===== config.mk =====
export PLATFORM = sky130hd
export DESIGN_NAME = ref_clock_output_select
export DESIGN_NICKNAME = d
export VERILOG_FILES = /design/src/ref_clock_pkg.sv /design/src/pin_sync.sv /design/src/ref_clock_output_select.sv
export SDC_FILE = /design/constraint.sdc
export NUM_CORES = 1
export LEC_CHECK = 0
export ABC_AREA = 1
export BUFFER_PORTS_ARGS = -buffer_cell sky130_fd_sc_hd__buf_4
export CORE_UTILIZATION = 40
export DETAILED_ROUTE_END_ITERATION = 12
export PLACE_DENSITY_LB_ADDON = 0.05
export SLEW_MARGIN = 15
export SYNTH_ARGS = -nofsm -noshare
export SYNTH_HDL_FRONTEND = slang
export SYNTH_SLANG_ARGS = --single-unit

===== constraint.sdc =====
create_clock -name clk -period 10 [get_ports clk]
set_clock_uncertainty 0.15 [all_clocks]
set_input_delay 1 -clock clk [delete_from_list [all_inputs] [get_ports clk]]
set_output_delay 1 -clock clk [all_outputs]
set_load 0.005 [all_outputs]

===== src/ref_clock_pkg.sv =====
// constants shared by the reference clock output selection block
package ref_clock_pkg;

    // ********************
    // clock and frequency plan
    // ********************
    localparam longint CLK_FREQ_HZ     = 125000000;
    localparam int     CLK_FREQ_KHZ    = 125000;
    localparam longint FREQ_8K_HZ      = 8000;
    localparam longint FREQ_64K_HZ     = 64000;
    localparam longint FREQ_T1_HZ      = 1544000;
    localparam longint FREQ_E1_HZ      = 2048000;
    localparam longint FREQ_4096K_HZ   = 4096000;
    localparam longint FREQ_8192K_HZ   = 8192000;
    localparam longint FREQ_19440K_HZ  = 19440000;
    localparam longint FREQ_32768K_HZ  = 32768000;
    localparam int     T1_RATE_KHZ     = 1544;
    localparam int     E1_RATE_KHZ     = 2048;

    // phase step of a 32-bit accumulator advanced once per clk
    function automatic logic [31:0] nco_step(input longint hz);
        nco_step = 32'((hz << 32) / CLK_FREQ_HZ);
    endfunction

    localparam logic [31:0] STEP_8K     = nco_step(FREQ_8K_HZ);
    localparam logic [31:0] STEP_64K    = nco_step(FREQ_64K_HZ);
    localparam logic [31:0] STEP_T1     = nco_step(FREQ_T1_HZ);
    localparam logic [31:0] STEP_E1     = nco_step(FREQ_E1_HZ);
    localparam logic [31:0] STEP_4096K  = nco_step(FREQ_4096K_HZ);
    localparam logic [31:0] STEP_8192K  = nco_step(FREQ_8192K_HZ);
    localparam logic [31:0] STEP_19440K = nco_step(FREQ_19440K_HZ);
    localparam logic [31:0] STEP_32768K = nco_step(FREQ_32768K_HZ);

    // ********************
    // external input loss: more than eight periods without an edge
    // ********************
    localparam int         LOSS_PERIODS   = 8;
    localparam int         LOSS_CNT_W     = 10;
    localparam logic [9:0] LOSS_CYCLES_T1 =
        10'((LOSS_PERIODS * CLK_FREQ_KHZ + T1_RATE_KHZ - 1) / T1_RATE_KHZ);
    localparam logic [9:0] LOSS_CYCLES_E1 =
        10'((LOSS_PERIODS * CLK_FREQ_KHZ + E1_RATE_KHZ - 1) / E1_RATE_KHZ);

    // ********************
    // register map
    // ********************
    localparam logic [2:0] ADDR_GEN_CFG    = 3'h0;
    localparam logic [2:0] ADDR_REF_A      = 3'h1;
    localparam logic [2:0] ADDR_REF_B      = 3'h2;
    localparam logic [2:0] ADDR_REF_CFG    = 3'h3;
    localparam logic [2:0] ADDR_STATUS     = 3'h4;
    localparam logic [2:0] ADDR_STRAPS     = 3'h5;

    localparam logic [7:0] GEN_CFG_MASK    = 8'h0f;
    localparam logic [7:0] REF_SEL_MASK    = 8'h7f;
    localparam logic [7:0] REF_CFG_MASK    = 8'h7f;
    localparam logic [7:0] GEN_CFG_RESET   = 8'h00;
    localparam logic [7:0] REF_SEL_RESET   = 8'h00;
    localparam logic [7:0] REF_CFG_RESET   = 8'h10;

    localparam int BIT_T1_RATE     = 0;
    localparam int BIT_T1_EN       = 1;
    localparam int BIT_E1_RATE     = 2;
    localparam int BIT_E1_EN       = 3;
    localparam int BIT_EXT_RATE    = 5;
    localparam int BIT_REF_EN      = 6;
    localparam int BIT_FREE_RUN    = 3;
    localparam int BIT_SYNTH_BYP   = 4;
    localparam int BIT_HOLD_HIGH   = 5;
    localparam int BIT_TAP_SELECT  = 6;

    // ********************
    // source select and synthesizer codes
    // ********************
    localparam int         CHANNELS       = 17;
    localparam logic [4:0] SEL_EXT_FIRST  = 5'h1d;
    localparam logic [2:0] SYN_8K         = 3'h0;
    localparam logic [2:0] SYN_2048K      = 3'h1;
    localparam logic [2:0] SYN_4096K      = 3'h2;
    localparam logic [2:0] SYN_64K        = 3'h3;
    localparam logic [2:0] SYN_8192K      = 3'h4;
    localparam logic [2:0] SYN_19440K     = 3'h5;
    localparam logic [2:0] SYN_32768K     = 3'h6;

    // synchroniser needs four edges, so capture runs six to see settled straps
    localparam logic [2:0] STRAP_SETTLE   = 3'h6;

endpackage


===== src/pin_sync.sv =====
// three-stage synchroniser for pins arriving from outside the clk domain
`timescale 1ns/100ps
module pin_sync #(
    parameter int WIDTH = 1
) (
    input  wire logic             clk,
    input  wire logic             resetn,
    input  wire logic [WIDTH-1:0] pin_in,
    output logic      [WIDTH-1:0] level_out
);

    logic [WIDTH-1:0] stage1_reg;
    logic [WIDTH-1:0] stage2_reg;
    logic [WIDTH-1:0] stage3_reg;

    always_ff @(posedge clk or negedge resetn) begin
        if (!resetn) begin
            stage1_reg <= '0;
            stage2_reg <= '0;
            stage3_reg <= '0;
        end else begin
            stage1_reg <= pin_in;
            stage2_reg <= stage1_reg;
            stage3_reg <= stage2_reg;
        end
    end

    // a change counts only once stages two and three agree
    always_ff @(posedge clk or negedge resetn) begin
        if (!resetn) begin
            level_out <= '0;
        end else begin
            for (int i = 0; i < WIDTH; i++) begin
                if (stage2_reg[i] == stage3_reg[i]) begin
                    level_out[i] <= stage3_reg[i];
                end
            end
        end
    end

endmodule


===== src/ref_clock_output_select.sv =====
// reference and free-running clock output selection with register port
//
// Overview of operation
// RQ1 - T1 free output: off, 8 kHz, line rate
// RQ2 - E1 free output: off, 8 kHz, line rate
// RQ3 - free outputs come from internal generator
// RQ4 - straps give master rate N times base
// RQ5 - each reference output has own enable
// RQ6 - five-bit select picks one of 17 channels
// RQ7 - recovered rate follows selected channel line mode
// RQ8 - tap bit picks before or after attenuator
// RQ9 - output A synthesizer, seven selectable frequencies
// RQ10 - free-run: synthesizer rate locked to master
// RQ11 - select 11101 to 11111 picks external input
// RQ12 - software sets external rate bit to match
// RQ13 - external input passes through unless synthesized
// RQ14 - free-run codes 000 and 011 unused
// RQ15 - line loss: hold high or master-locked
// RQ16 - external input silent eight periods is lost
// RQ17 - source changes never make short pulses; the code holds setting-word changes only (B's omits the hold-high bit), not loss switches
`timescale 1ns/100ps
module ref_clock_output_select (
    input  wire logic        clk,
    input  wire logic        resetn,
    input  wire logic [2:0]  reg_addr,
    input  wire logic [7:0]  reg_wdata,
    input  wire logic        reg_wr,
    input  wire logic        reg_rd,
    output logic      [7:0]  reg_rdata,
    input  wire logic [3:0]  master_rate_straps,
    input  wire logic [16:0] recovered_clock_raw,
    input  wire logic [16:0] recovered_clock_filtered,
    input  wire logic [16:0] channel_e1_mode,
    input  wire logic [16:0] line_signal_loss,
    input  wire logic        external_clock_in_a,
    input  wire logic        external_clock_in_b,
    output logic             t1_free_clock_out,
    output logic             t1_free_clock_oe,
    output logic             e1_free_clock_out,
    output logic             e1_free_clock_oe,
    output logic             ref_clock_out_a,
    output logic             ref_clock_out_a_oe,
    output logic             ref_clock_out_b,
    output logic             ref_clock_out_b_oe,
    output logic      [2:0]  generator_multiplier,
    output logic             generator_e1_family
);

    // ********************
    // software registers
    // ********************
    logic [7:0] free_clock_gen_config_reg;
    logic [7:0] ref_a_select_reg;
    logic [7:0] ref_b_select_reg;
    logic [7:0] ref_clock_config_reg;

    always_ff @(posedge clk or negedge resetn) begin
        if (!resetn) begin
            free_clock_gen_config_reg <= ref_clock_pkg::GEN_CFG_RESET;
        end else if (reg_wr && reg_addr == ref_clock_pkg::ADDR_GEN_CFG) begin
            free_clock_gen_config_reg <= reg_wdata & ref_clock_pkg::GEN_CFG_MASK;
        end
    end

    always_ff @(posedge clk or negedge resetn) begin
        if (!resetn) begin
            ref_a_select_reg <= ref_clock_pkg::REF_SEL_RESET;
            ref_b_select_reg <= ref_clock_pkg::REF_SEL_RESET;
        end else if (reg_wr && reg_addr == ref_clock_pkg::ADDR_REF_A) begin
            ref_a_select_reg <= reg_wdata & ref_clock_pkg::REF_SEL_MASK;
        end else if (reg_wr && reg_addr == ref_clock_pkg::ADDR_REF_B) begin
            ref_b_select_reg <= reg_wdata & ref_clock_pkg::REF_SEL_MASK;
        end
    end

    // synthesizer starts bypassed
    always_ff @(posedge clk or negedge resetn) begin
        if (!resetn) begin
            ref_clock_config_reg <= ref_clock_pkg::REF_CFG_RESET;
        end else if (reg_wr && reg_addr == ref_clock_pkg::ADDR_REF_CFG) begin
            ref_clock_config_reg <= reg_wdata & ref_clock_pkg::REF_CFG_MASK;
        end
    end

    // ********************
    // pin synchronisers
    // ********************
    logic [35:0] clocks_sync;
    logic [3:0]  straps_sync;

    pin_sync #(.WIDTH(36)) clock_pins (
        .clk       (clk),
        .resetn    (resetn),
        .pin_in    ({external_clock_in_b, external_clock_in_a,
                     recovered_clock_filtered, recovered_clock_raw}),
        .level_out (clocks_sync)
    );

    pin_sync #(.WIDTH(4)) strap_pins (
        .clk       (clk),
        .resetn    (resetn),
        .pin_in    (master_rate_straps),
        .level_out (straps_sync)
    );

    logic [16:0] raw_sync;
    logic [16:0] filtered_sync;
    logic [1:0]  ext_sync;

    assign raw_sync      = clocks_sync[16:0];
    assign filtered_sync = clocks_sync[33:17];
    assign ext_sync      = clocks_sync[35:34];

    // ********************
    // master rate straps
    // ********************
    logic [2:0] strap_wait_reg;

    // RQ4 strap capture scaling
    // straps are loaded on each of the first six cycles after reset and then held, so the kept value is from the settled synchroniser
    always_ff @(posedge clk or negedge resetn) begin
        if (!resetn) begin
            strap_wait_reg       <= 3'h0;
            generator_multiplier <= 3'h0;
            generator_e1_family  <= 1'b0;
        end else if (strap_wait_reg != ref_clock_pkg::STRAP_SETTLE) begin
            strap_wait_reg       <= strap_wait_reg + 3'h1;
            generator_multiplier <= straps_sync[2:0];
            generator_e1_family  <= straps_sync[3];
        end
    end

    // ********************
    // source decode
    // ********************
    logic [4:0] sel_a;
    logic [4:0] sel_b;
    logic       ext_a_sel;
    logic       ext_b_sel;
    logic       chan_a_ok;
    logic       chan_b_ok;
    logic       synth_on;
    logic       free_run;
    logic       hold_high;
    logic [1:0] ext_lost_reg;

    assign sel_a     = ref_a_select_reg[4:0];
    assign sel_b     = ref_b_select_reg[4:0];
    assign synth_on  = !ref_clock_config_reg[ref_clock_pkg::BIT_SYNTH_BYP];
    assign free_run  = ref_clock_config_reg[ref_clock_pkg::BIT_FREE_RUN];
    assign hold_high = ref_clock_config_reg[ref_clock_pkg::BIT_HOLD_HIGH];

    // RQ11 external select range
    assign ext_a_sel = sel_a >= ref_clock_pkg::SEL_EXT_FIRST;
    assign ext_b_sel = sel_b >= ref_clock_pkg::SEL_EXT_FIRST;
    // RQ6 channel select
    assign chan_a_ok = sel_a < 5'(ref_clock_pkg::CHANNELS);
    assign chan_b_ok = sel_b < 5'(ref_clock_pkg::CHANNELS);

    logic rec_a;
    logic rec_b;
    logic e1_a;
    logic e1_b;
    logic loss_a;
    logic loss_b;

    always_comb begin
        rec_a  = 1'b0;
        rec_b  = 1'b0;
        loss_a = 1'b0;
        loss_b = 1'b0;
        // RQ12 rate bit trusted
        e1_a   = ref_a_select_reg[ref_clock_pkg::BIT_EXT_RATE];
        e1_b   = ref_b_select_reg[ref_clock_pkg::BIT_EXT_RATE];
        if (chan_a_ok) begin
            // RQ8 attenuator tap choice
            rec_a  = ref_clock_config_reg[ref_clock_pkg::BIT_TAP_SELECT] ?
                     raw_sync[sel_a] : filtered_sync[sel_a];
            // RQ7 rate from line mode
            e1_a   = channel_e1_mode[sel_a];
            loss_a = line_signal_loss[sel_a];
        end
        if (chan_b_ok) begin
            rec_b  = ref_clock_config_reg[ref_clock_pkg::BIT_TAP_SELECT] ?
                     raw_sync[sel_b] : filtered_sync[sel_b];
            e1_b   = channel_e1_mode[sel_b];
            loss_b = line_signal_loss[sel_b];
        end
    end

    // ********************
    // internal clock generator: five phase accumulators on clk
    // ********************
    // 0 T1 free, 1 E1 free, 2 synthesizer, 3 A fallback, 4 B fallback
    logic [31:0] nco_step_sel [5];
    logic [31:0] nco_acc_reg  [5];
    logic [4:0]  nco_level;

    always_comb begin
        // RQ1 T1 free rate
        nco_step_sel[0] = free_clock_gen_config_reg[ref_clock_pkg::BIT_T1_RATE] ?
                          ref_clock_pkg::STEP_T1 : ref_clock_pkg::STEP_8K;
        // RQ2 E1 free rate
        nco_step_sel[1] = free_clock_gen_config_reg[ref_clock_pkg::BIT_E1_RATE] ?
                          ref_clock_pkg::STEP_E1 : ref_clock_pkg::STEP_8K;
        // RQ9 synthesizer frequency codes
        case (ref_clock_config_reg[2:0])
            ref_clock_pkg::SYN_8K:     nco_step_sel[2] = ref_clock_pkg::STEP_8K;
            ref_clock_pkg::SYN_64K:    nco_step_sel[2] = ref_clock_pkg::STEP_64K;
            ref_clock_pkg::SYN_2048K:  nco_step_sel[2] = ref_clock_pkg::STEP_E1;
            ref_clock_pkg::SYN_4096K:  nco_step_sel[2] = ref_clock_pkg::STEP_4096K;
            ref_clock_pkg::SYN_8192K:  nco_step_sel[2] = ref_clock_pkg::STEP_8192K;
            ref_clock_pkg::SYN_19440K: nco_step_sel[2] = ref_clock_pkg::STEP_19440K;
            ref_clock_pkg::SYN_32768K: nco_step_sel[2] = ref_clock_pkg::STEP_32768K;
            default:                   nco_step_sel[2] = ref_clock_pkg::STEP_E1;
        endcase
        // RQ15 unchanged frequency fallback
        nco_step_sel[3] = e1_a ? ref_clock_pkg::STEP_E1 : ref_clock_pkg::STEP_T1;
        nco_step_sel[4] = e1_b ? ref_clock_pkg::STEP_E1 : ref_clock_pkg::STEP_T1;
    end

    // RQ3 generator locked to master
    // accumulators free-run from clk, which the analog loop locks to master
    for (genvar g = 0; g < 5; g++) begin : gen_nco
        always_ff @(posedge clk or negedge resetn) begin
            if (!resetn) begin
                nco_acc_reg[g] <= 32'h0000_0000;
            end else begin
                nco_acc_reg[g] <= nco_acc_reg[g] + nco_step_sel[g];
            end
        end
        assign nco_level[g] = nco_acc_reg[g][31];
    end

    // ********************
    // external input loss watch
    // ********************
    localparam int LOSS_W_TOP = ref_clock_pkg::LOSS_CNT_W - 1;
    logic [1:0]            ext_prev_reg;
    logic [LOSS_W_TOP:0]   ext_idle_reg [2];
    logic [1:0]            ext_rate_e1;

    assign ext_rate_e1 = {ref_b_select_reg[ref_clock_pkg::BIT_EXT_RATE],
                          ref_a_select_reg[ref_clock_pkg::BIT_EXT_RATE]};

    // RQ16 eight silent periods
    always_ff @(posedge clk or negedge resetn) begin
        if (!resetn) begin
            ext_prev_reg <= 2'h0;
            ext_lost_reg <= 2'h0;
            ext_idle_reg[0] <= '0;
            ext_idle_reg[1] <= '0;
        end else begin
            ext_prev_reg <= ext_sync;
            for (int i = 0; i < 2; i++) begin
                if (ext_sync[i] != ext_prev_reg[i]) begin
                    ext_idle_reg[i] <= '0;
                    ext_lost_reg[i] <= 1'b0;
                end else if (ext_idle_reg[i] >= (ext_rate_e1[i] ?
                             ref_clock_pkg::LOSS_CYCLES_E1 :
                             ref_clock_pkg::LOSS_CYCLES_T1)) begin
                    ext_lost_reg[i] <= 1'b1;
                end else begin
                    ext_idle_reg[i] <= ext_idle_reg[i] + 1'b1;
                end
            end
        end
    end

    // ********************
    // output target levels
    // ********************
    logic level_a;
    logic level_b;

    always_comb begin
        level_a = 1'b0;
        // RQ10 free-run synthesizer
        // RQ14 reserved codes
        if (synth_on && free_run) begin
            level_a = nco_level[2];
        end else if (ext_a_sel) begin
            // RQ13 external pass-through
            level_a = ext_lost_reg[0] ? 1'b1 :
                      (synth_on ? nco_level[2] : ext_sync[0]);
        end else if (chan_a_ok) begin
            // RQ15 line loss handling
            if (loss_a) begin
                level_a = hold_high ? 1'b1 : (synth_on ? nco_level[2] : nco_level[3]);
            end else begin
                level_a = synth_on ? nco_level[2] : rec_a;
            end
        end
    end

    always_comb begin
        level_b = 1'b0;
        if (ext_b_sel) begin
            // RQ16 loss action
            level_b = ext_lost_reg[1] ? (hold_high | nco_level[4]) : ext_sync[1];
        end else if (chan_b_ok) begin
            level_b = loss_b ? (hold_high | nco_level[4]) : rec_b;
        end
    end

    // ********************
    // output switching held after a setting change until output and target are low, one slice per output pin
    // ********************
    // 0 T1 free, 1 E1 free, 2 reference A, 3 reference B
    logic [3:0]  target;
    logic [3:0]  enable;
    logic [15:0] setting [4];
    logic [15:0] setting_prev_reg [4];
    logic [3:0]  pending_reg;
    logic [3:0]  out_reg;
    logic [3:0]  oe_reg;

    assign target = {level_b, level_a, nco_level[1], nco_level[0]};
    assign enable = {ref_b_select_reg[ref_clock_pkg::BIT_REF_EN],
                     ref_a_select_reg[ref_clock_pkg::BIT_REF_EN],
                     free_clock_gen_config_reg[ref_clock_pkg::BIT_E1_EN],
                     free_clock_gen_config_reg[ref_clock_pkg::BIT_T1_EN]};
    assign setting[0] = {8'h00, free_clock_gen_config_reg[1:0] , 6'h00};
    assign setting[1] = {8'h00, free_clock_gen_config_reg[3:2] , 6'h00};
    assign setting[2] = {ref_clock_config_reg[6:0], 2'h0, ref_a_select_reg[6:0]};
    assign setting[3] = {ref_clock_config_reg[6], 8'h00, ref_b_select_reg[6:0]};

    for (genvar s = 0; s < 4; s++) begin : gen_switch
        // RQ17 hold until both low
        // a high phase may be stretched or cut short when a setting word changes; loss switches are not held
        always_ff @(posedge clk or negedge resetn) begin
            if (!resetn) begin
                setting_prev_reg[s] <= 16'h0000;
                pending_reg[s]      <= 1'b0;
                out_reg[s]          <= 1'b0;
            end else begin
                setting_prev_reg[s] <= setting[s];
                if (setting[s] != setting_prev_reg[s]) begin
                    pending_reg[s] <= 1'b1;
                end else if (pending_reg[s] && !out_reg[s] && !target[s]) begin
                    pending_reg[s] <= 1'b0;
                end
                if (pending_reg[s] || setting[s] != setting_prev_reg[s]) begin
                    if (out_reg[s] && !target[s]) begin
                        out_reg[s] <= 1'b0;
                    end
                end else begin
                    out_reg[s] <= target[s];
                end
                // RQ5 parked low when off
                if (!enable[s]) begin
                    out_reg[s] <= 1'b0;
                end
            end
        end

        // RQ5 output enables
        always_ff @(posedge clk or negedge resetn) begin
            if (!resetn) begin
                oe_reg[s] <= 1'b0;
            end else begin
                oe_reg[s] <= enable[s];
            end
        end
    end

    assign t1_free_clock_out  = out_reg[0];
    assign t1_free_clock_oe   = oe_reg[0];
    assign e1_free_clock_out  = out_reg[1];
    assign e1_free_clock_oe   = oe_reg[1];
    assign ref_clock_out_a    = out_reg[2];
    assign ref_clock_out_a_oe = oe_reg[2];
    assign ref_clock_out_b    = out_reg[3];
    assign ref_clock_out_b_oe = oe_reg[3];

    // ********************
    // register read port, data valid only in the cycle after the strobe
    // ********************
    always_ff @(posedge clk or negedge resetn) begin
        if (!resetn) begin
            reg_rdata <= 8'h00;
        end else if (reg_rd) begin
            case (reg_addr)
                ref_clock_pkg::ADDR_GEN_CFG: reg_rdata <= free_clock_gen_config_reg;
                ref_clock_pkg::ADDR_REF_A:   reg_rdata <= ref_a_select_reg;
                ref_clock_pkg::ADDR_REF_B:   reg_rdata <= ref_b_select_reg;
                ref_clock_pkg::ADDR_REF_CFG: reg_rdata <= ref_clock_config_reg;
                ref_clock_pkg::ADDR_STATUS:
                    reg_rdata <= {4'h0, loss_b & chan_b_ok, loss_a & chan_a_ok,
                                  ext_lost_reg};
                ref_clock_pkg::ADDR_STRAPS:
                    reg_rdata <= {4'h0, generator_e1_family, generator_multiplier};
                default:                     reg_rdata <= 8'h00;
            endcase
        end else begin
            reg_rdata <= 8'h00;
        end
    end

endmodule


## Yosys cells after proc, flatten, opt, wreduce, memory -nomap -nowiden

Cells that the tools add are included.

- Output and inout bits: 20
- Bits of input ports: 89
- Logic and storage cells: 274
- Register bits: 422

- Eq/ne operators: 63
- Bitwise logic cells: 4
- Add/sub/neg operators: 8
- Reduce and logical (&&, ||, !) cells: 39
- Mux-type cells: 72
- Order comparisons: 8

Operators with widths:

| kind | number |
|---|---|
| one-hot mux 31 bit (6 select lines) | 1 |
| adder 32 x 27 -> 32 bit | 3 |
| 2-to-1 mux 27 bit | 3 |
| 2-to-1 mux 10 bit | 6 |
| 2-to-1 mux 1 bit | 51 |
| one-hot mux 7 bit (6 select lines) | 1 |
| binary-select mux 1 bit (select 5 bit) | 8 |
| == test 1 bit | 40 |
| adder 32 x 26 -> 32 bit | 1 |
| adder 32 bit | 1 |
| 2-to-1 mux 26 bit | 1 |
| adder 10 x 1 -> 10 bit (second input constant) | 2 |
| >= comparator 10 bit | 2 |
| logical AND 1 bit | 17 |
| == test 3 bit (second input constant) | 5 |
| != test 14 bit | 1 |
| == test 3 x 2 -> 1 bit (second input constant) | 4 |
| less-than comparator 5 x 6 -> 1 bit (second input constant) | 2 |
| != test 3 x 2 -> 1 bit (second input constant) | 4 |
| nonzero test 2 bit | 6 |
| >= comparator 5 bit (second input constant) | 2 |
| less-than comparator 5 bit (second input constant) | 2 |
| zero test 1 bit | 9 |
| 2-to-1 mux 8 bit | 1 |
| 13 further kinds | 21 |

## Logic depth before layout (Yosys ltp)

- Depth in word-level cells: 13
- Mapped depth: 22
- Depth with buffers taken out: 21

## Modules after synthesis

Synthesis repeated with hierarchy kept, for this count alone.

- Cells, all modules: 2485
- Area total of the unflattened synthesis: 21090.2 µm²

Modules (own cells, without submodules):

| module | cells an instance | times used | area an instance (µm²) | seq. area each (µm²) |
|---|---|---|---|---|
| ref_clock_output_select | 2165 | 1 | 16435.8 | 6307.3 |
| pin_sync at clock_pins | 288 | 1 | 4189.0 | 3603.5 |
| pin_sync at strap_pins | 32 | 1 | 465.4 | 400.4 |

## Worst setup path before layout

Ideal clock, no wire load.

- Kind: in2reg
- From: input port channel_e1_mode[1]
- To: register nco_acc_reg[57] in the netlist's numbering
- Data arrival time: 3.463 ns
- Buffers on the path: 0
- Slack: 6.270 ns
- Stages: 20
- Data required time: 9.734 ns
- Cells stage by stage: inv_1 a21oi_1 o21ai_0 a21oi_1 nor3_1 nand2_1 o311ai_0 o21ai_0 inv_1 ha_1 o21ai_1 nand2_1 a21oi_1 o21ai_2 a21oi_1 o21bai_1 nand3_1 nand2_1 nand2_1 nand2_1

- Cells in the longest elaborated chain, start to end: 5

Ends and longest elaborated chain:

| item | line | source |
|---|---|---|
| start, declared | ref_clock_output_select.sv:33 | `input wire logic [16:0] channel_e1_mode,` |
| binary-select mux 1 bit (select 5 bit) | ref_clock_output_select.sv:180 | `e1_a = channel_e1_mode[sel_a];` |
| 2-to-1 mux 1 bit (not written as such) | ref_clock_output_select.sv:180 |  |
| 2-to-1 mux 1 bit | ref_clock_output_select.sv:175 | `if (chan_a_ok) begin` |
| 2-to-1 mux 27 bit | ref_clock_output_select.sv:218 | `nco_step_sel[3] = e1_a ? ref_clock_pkg::STEP_E1 : ref_clock_pkg::STEP_T1;` |
| adder 32 x 27 -> 32 bit | ref_clock_output_select.sv:229 | `nco_acc_reg[g] <= nco_acc_reg[g] + nco_step_sel[g];` |
| end signal, assigned by index | ref_clock_output_select.sv:229 |  |
| end, declared | ref_clock_output_select.sv:196 | `logic [31:0] nco_acc_reg [5];` |

No other way between the ends. The select of a mux whose other input is x is not followed.
A chain may end at the register's enable or synchronous reset.

## Final worst setup path

- From: register ref_b_select_reg[0]
- To: register nco_acc_reg[31] in the netlist's numbering

- Cells in the longest elaborated chain, start to end: 5
- Elaborated cells between the ends (all ways): 6
- Those cells by class: 1 x add/sub; 1 x order compare; 4 x mux

Ends and longest elaborated chain:

| item | line | source |
|---|---|---|
| start, declared | ref_clock_output_select.sv:54 | `logic [7:0] ref_b_select_reg;` |
| start signal, assigned | ref_clock_output_select.sv:68 | `ref_b_select_reg <= ref_clock_pkg::REF_SEL_RESET;` |
| start signal, assigned | ref_clock_output_select.sv:72 | `ref_b_select_reg <= reg_wdata & ref_clock_pkg::REF_SEL_MASK;` |
| binary-select mux 1 bit (select 5 bit) | ref_clock_output_select.sv:186 | `e1_b = channel_e1_mode[sel_b];` |
| 2-to-1 mux 1 bit (not written as such) | ref_clock_output_select.sv:186 |  |
| 2-to-1 mux 1 bit * | ref_clock_output_select.sv:183 | `if (chan_b_ok) begin` |
| 2-to-1 mux 27 bit * | ref_clock_output_select.sv:219 | `nco_step_sel[4] = e1_b ? ref_clock_pkg::STEP_E1 : ref_clock_pkg::STEP_T1;` |
| adder 32 x 27 -> 32 bit * | ref_clock_output_select.sv:229 |  |

Mark *: on every way between the ends. The rest lies on a longest branch, timed or not. The select of a mux whose other input is x is not followed.

==> impl_metrics.env <==
export IMPL_final_util_pct=47.2
export IMPL_antenna_found_initial=5
export IMPL_hold_viol=0
export IMPL_r2r_cells=19
export IMPL_synth_adder_area_share_pct=7.67
export IMPL_critPathMaxStageDelay_ps=980
export IMPL_hold_start="clock_pins.stage1_reg[33]$_DFF_PN0_"
export IMPL_min_path_type="flop to flop"
export IMPL_period_minus_slack_ps=4660
export IMPL_io_pin_count=109
export IMPL_cap_violations=0
export IMPL_postCtsSetupBuffers=0
export IMPL_critPathBufInv=3
export IMPL_clkLatencyLatePin_ps=580
export IMPL_cts_buffers=49
export IMPL_finalSetupViolCount=0
export IMPL_via_per_inst=5.07
export IMPL_cts_root_buf="clkbuf_16"
export IMPL_syn_area_per_cell_um2=8.71
export IMPL_crit_required_ps=10320
export IMPL_start_kind="flop"
export IMPL_r2r_start="ref_b_select_reg[0]$_DFFE_PN0P_"
export IMPL_synth_area_mux_share_pct=0
export IMPL_synth_cell_area_mm2=0.0211
export IMPL_yosysWarningCount=0
export IMPL_cts_resized=0
export IMPL_grt_ovfl_total=0
export IMPL_hold_path_cell_count=0
export IMPL_holdBufCountCts=0
export IMPL_cp_arrival_ps=4970
export IMPL_setup_slack_ps=5340
export IMPL_max_clock_path_buffers=3
export IMPL_syn_num_nets=2612
export IMPL_clkSlewWorstSetupHoldPaths_ps=60
export IMPL_ys_seq_elements=412
export IMPL_dpl_worst_slack_ps=5340
export IMPL_reg2reg_slack_ps=5340
export IMPL_synth_ff_type="dfrtp_1"
export IMPL_cellPowerDensity_mw_per_mm2=308
export IMPL_status="completed"
export IMPL_synth_top_family_by_area="simple AND/OR/NAND/NOR gates"
export IMPL_synth_top_area_share_pct=48.7
export IMPL_grt_total_usage_pct=20.9
export IMPL_cp_max_fo=54
export IMPL_synth_top_cell_by_area="dfrtp_1"
export IMPL_crit_chain="inv_1 -> a21oi_1 -> o21ai_0 -> nand4_1 -> o2111ai_1 -> o21ai_0 -> buf_4 -> inv_1 -> ha_1 -> o21ai_1 -> nand2_1 -> a21oi_1 -> o21ai_2 -> a21oi_1 -> o21ai_0 -> nand3_1 -> nand2_1 -> nand2_1 -> nand2_1"
export IMPL_cp_common_cell="nand2_1"
export IMPL_cpMaxStageDelayCell="dfrtp_2"
export IMPL_nets=2741
export IMPL_initial_core_util_pct=40.9
export IMPL_yosysUniqueCellTypes=65
export IMPL_synth_edf_count=0
export IMPL_fmax_ghz=0.215
export IMPL_synth_area_leaders="dfrtp_1 49%, nand2_1 8.7%, ha_1 5.7%"
export IMPL_p_leak_nw=11.8
export IMPL_slew_headroom_pct=34.4
export IMPL_die_area_mm2=0.0538
export IMPL_finalCritPeriodShare_pct=46.6
export IMPL_cts_tree="done"
export IMPL_setup_tns_ps=0
export IMPL_dr_pass1_iters=5
export IMPL_worst_path_dominant_cell_family="compound AO/OA/AOI/OAI gates"
export IMPL_die_x_um=232
export IMPL_synth_most_common_cell="nand2_1"
export IMPL_drv_slew=0
export IMPL_path_class="flop to flop"
export IMPL_ys_top_cells_by_count="488 x nand2_1, 411 x dfrtp_1, 301 x inv_1, 207 x nor2_1, 162 x o21ai_0"
export IMPL_area_delta_synth_final_pct=15.6
export IMPL_portBuffers=106
export IMPL_drc=0
export IMPL_async_reset_ff_share_pct=100
export IMPL_largest_reg_flops=156
export IMPL_chipHeight_um=232
export IMPL_synth_compound_area_share_pct=11.2
export IMPL_synth_xor_area_share_pct=6.51
export IMPL_drive_above_1_share_pct=9.69
export IMPL_grt_pass1_wl_um=88600
export IMPL_postRouteAntennaNets=0
export IMPL_drt_iter0_markers=992
export IMPL_cts_sinks=412
export IMPL_grt_pass1_vias=16500
export IMPL_synth_seq_area_share_pct=48.8
export IMPL_post_drt_wl_per_cell_um=16.7
export IMPL_dp_hpwl_um=41200
export IMPL_design_core_area_mm2=0.0517
export IMPL_syn_instance_count=2426
export IMPL_cts_htree_levels=2
export IMPL_grt_max_degree=173
export IMPL_synth_simple_area_share_pct=19.4
export IMPL_hold_end="clock_pins.stage2_reg[33]$_DFF_PN0_"
export IMPL_r2r_end="nco_acc_reg[31]$_DFF_PN0_"
export IMPL_cp_end_kind="flop"
export IMPL_routed_wl_um=54700
export IMPL_max_vdd_ir_drop_v=0.000182
export IMPL_place_gp_congestion=0.883
export IMPL_vias=16600
export IMPL_row_count=83
export IMPL_rsz0062_at_grt="no"
export IMPL_worst_pin_slew_ps=983
through the flow:
step	cells	hold slack, ps	total power, mW	area, um^2
after floorplan	2426	181	4.82	21100
after global placement	3184	184	5.60	22700
after detailed placement	3184	185	5.64	22700
after CTS	3271	198	7.61	24400
after global routing	3271	201	8.16	24400
final	3272	192	7.53	24400
where the power goes:
group,total (mW),internal (mW),switching (mW)
registers,2.48,2.13,0.344
logic,3.15,1.16,1.98
clock network,1.91,1.19,0.715
kinds of logic after synthesis:
logic type | after synthesis
AND/OR/NAND/NOR | 959
AO/OA/AOI/OAI | 413
flip-flops | 412
buffers and inverters | 347
XOR/XNOR | 157
adder cells (fa/ha/maj) | 137
other | 1
cells in the final DEF, fill, tap and decap left out, types with 7 or more instances in the layout:
master       n
nand2_1    488
dfrtp_1    410
inv_1      301
nor2_1     207
o21ai_0    162
a21oi_1    141
nand3_1    129
xor2_1     114
buf_4      113
ha_1        96
nor3_1      52
clkbuf_16   49
xnor2_1     43
maj3_1      40
nand4_1     32
o21bai_1    14
nor4_1      12
clkbuf_8    12
a31oi_1     11
o22ai_1     10
o211ai_1     9
o21ai_1      9
or2_2        9
inv_2        8
bufinv_16    8
a21o_1       7
clkinv_2     7
routing by layer:
layer / global-route usage [%] / up-vias / share of wire, %
met5: 0 / - / 0.090
met4: 6.06 / 8 / 2.3
met3: 3.52 / 82 / 5.2
met2: 32.0 / 342 / 44
met1: 30.2 / 7901 / 48
li1: - / 8249 / -
worst max path at each step:
stage	startpoint	endpoint	slack [ps]	cells after the start
detailed placement	ref_b_select_reg[0]$_DFFE_PN0P_	nco_acc_reg[31]$_DFF_PN0_	5340	19
floorplan	channel_e1_mode[1]	nco_acc_reg[57]$_DFF_PN0_	6270	20
finish	ref_b_select_reg[0]$_DFFE_PN0P_	nco_acc_reg[31]$_DFF_PN0_	5340	19
global route	ref_b_select_reg[0]$_DFFE_PN0P_	nco_acc_reg[31]$_DFF_PN0_	4940	19
CTS	ref_b_select_reg[0]$_DFFE_PN0P_	nco_acc_reg[31]$_DFF_PN0_	5330	19
global placement	ref_b_select_reg[0]$_DFFE_PN0P_	nco_acc_reg[31]$_DFF_PN0_	5480	19
area by class of cell:
type	instances	area, um^2
Antenna cell	1	2.50
Clock buffer	66	1410
Clock inverter	21	327
Fill cell	5000	27300
Inverter	310	1160
Multi-Input combinational cell	1667	9470
Sequential cell	412	10300
Tap cell	680	851
Timing Repair Buffer	115	883
Power figures use the tool's default switching activity.
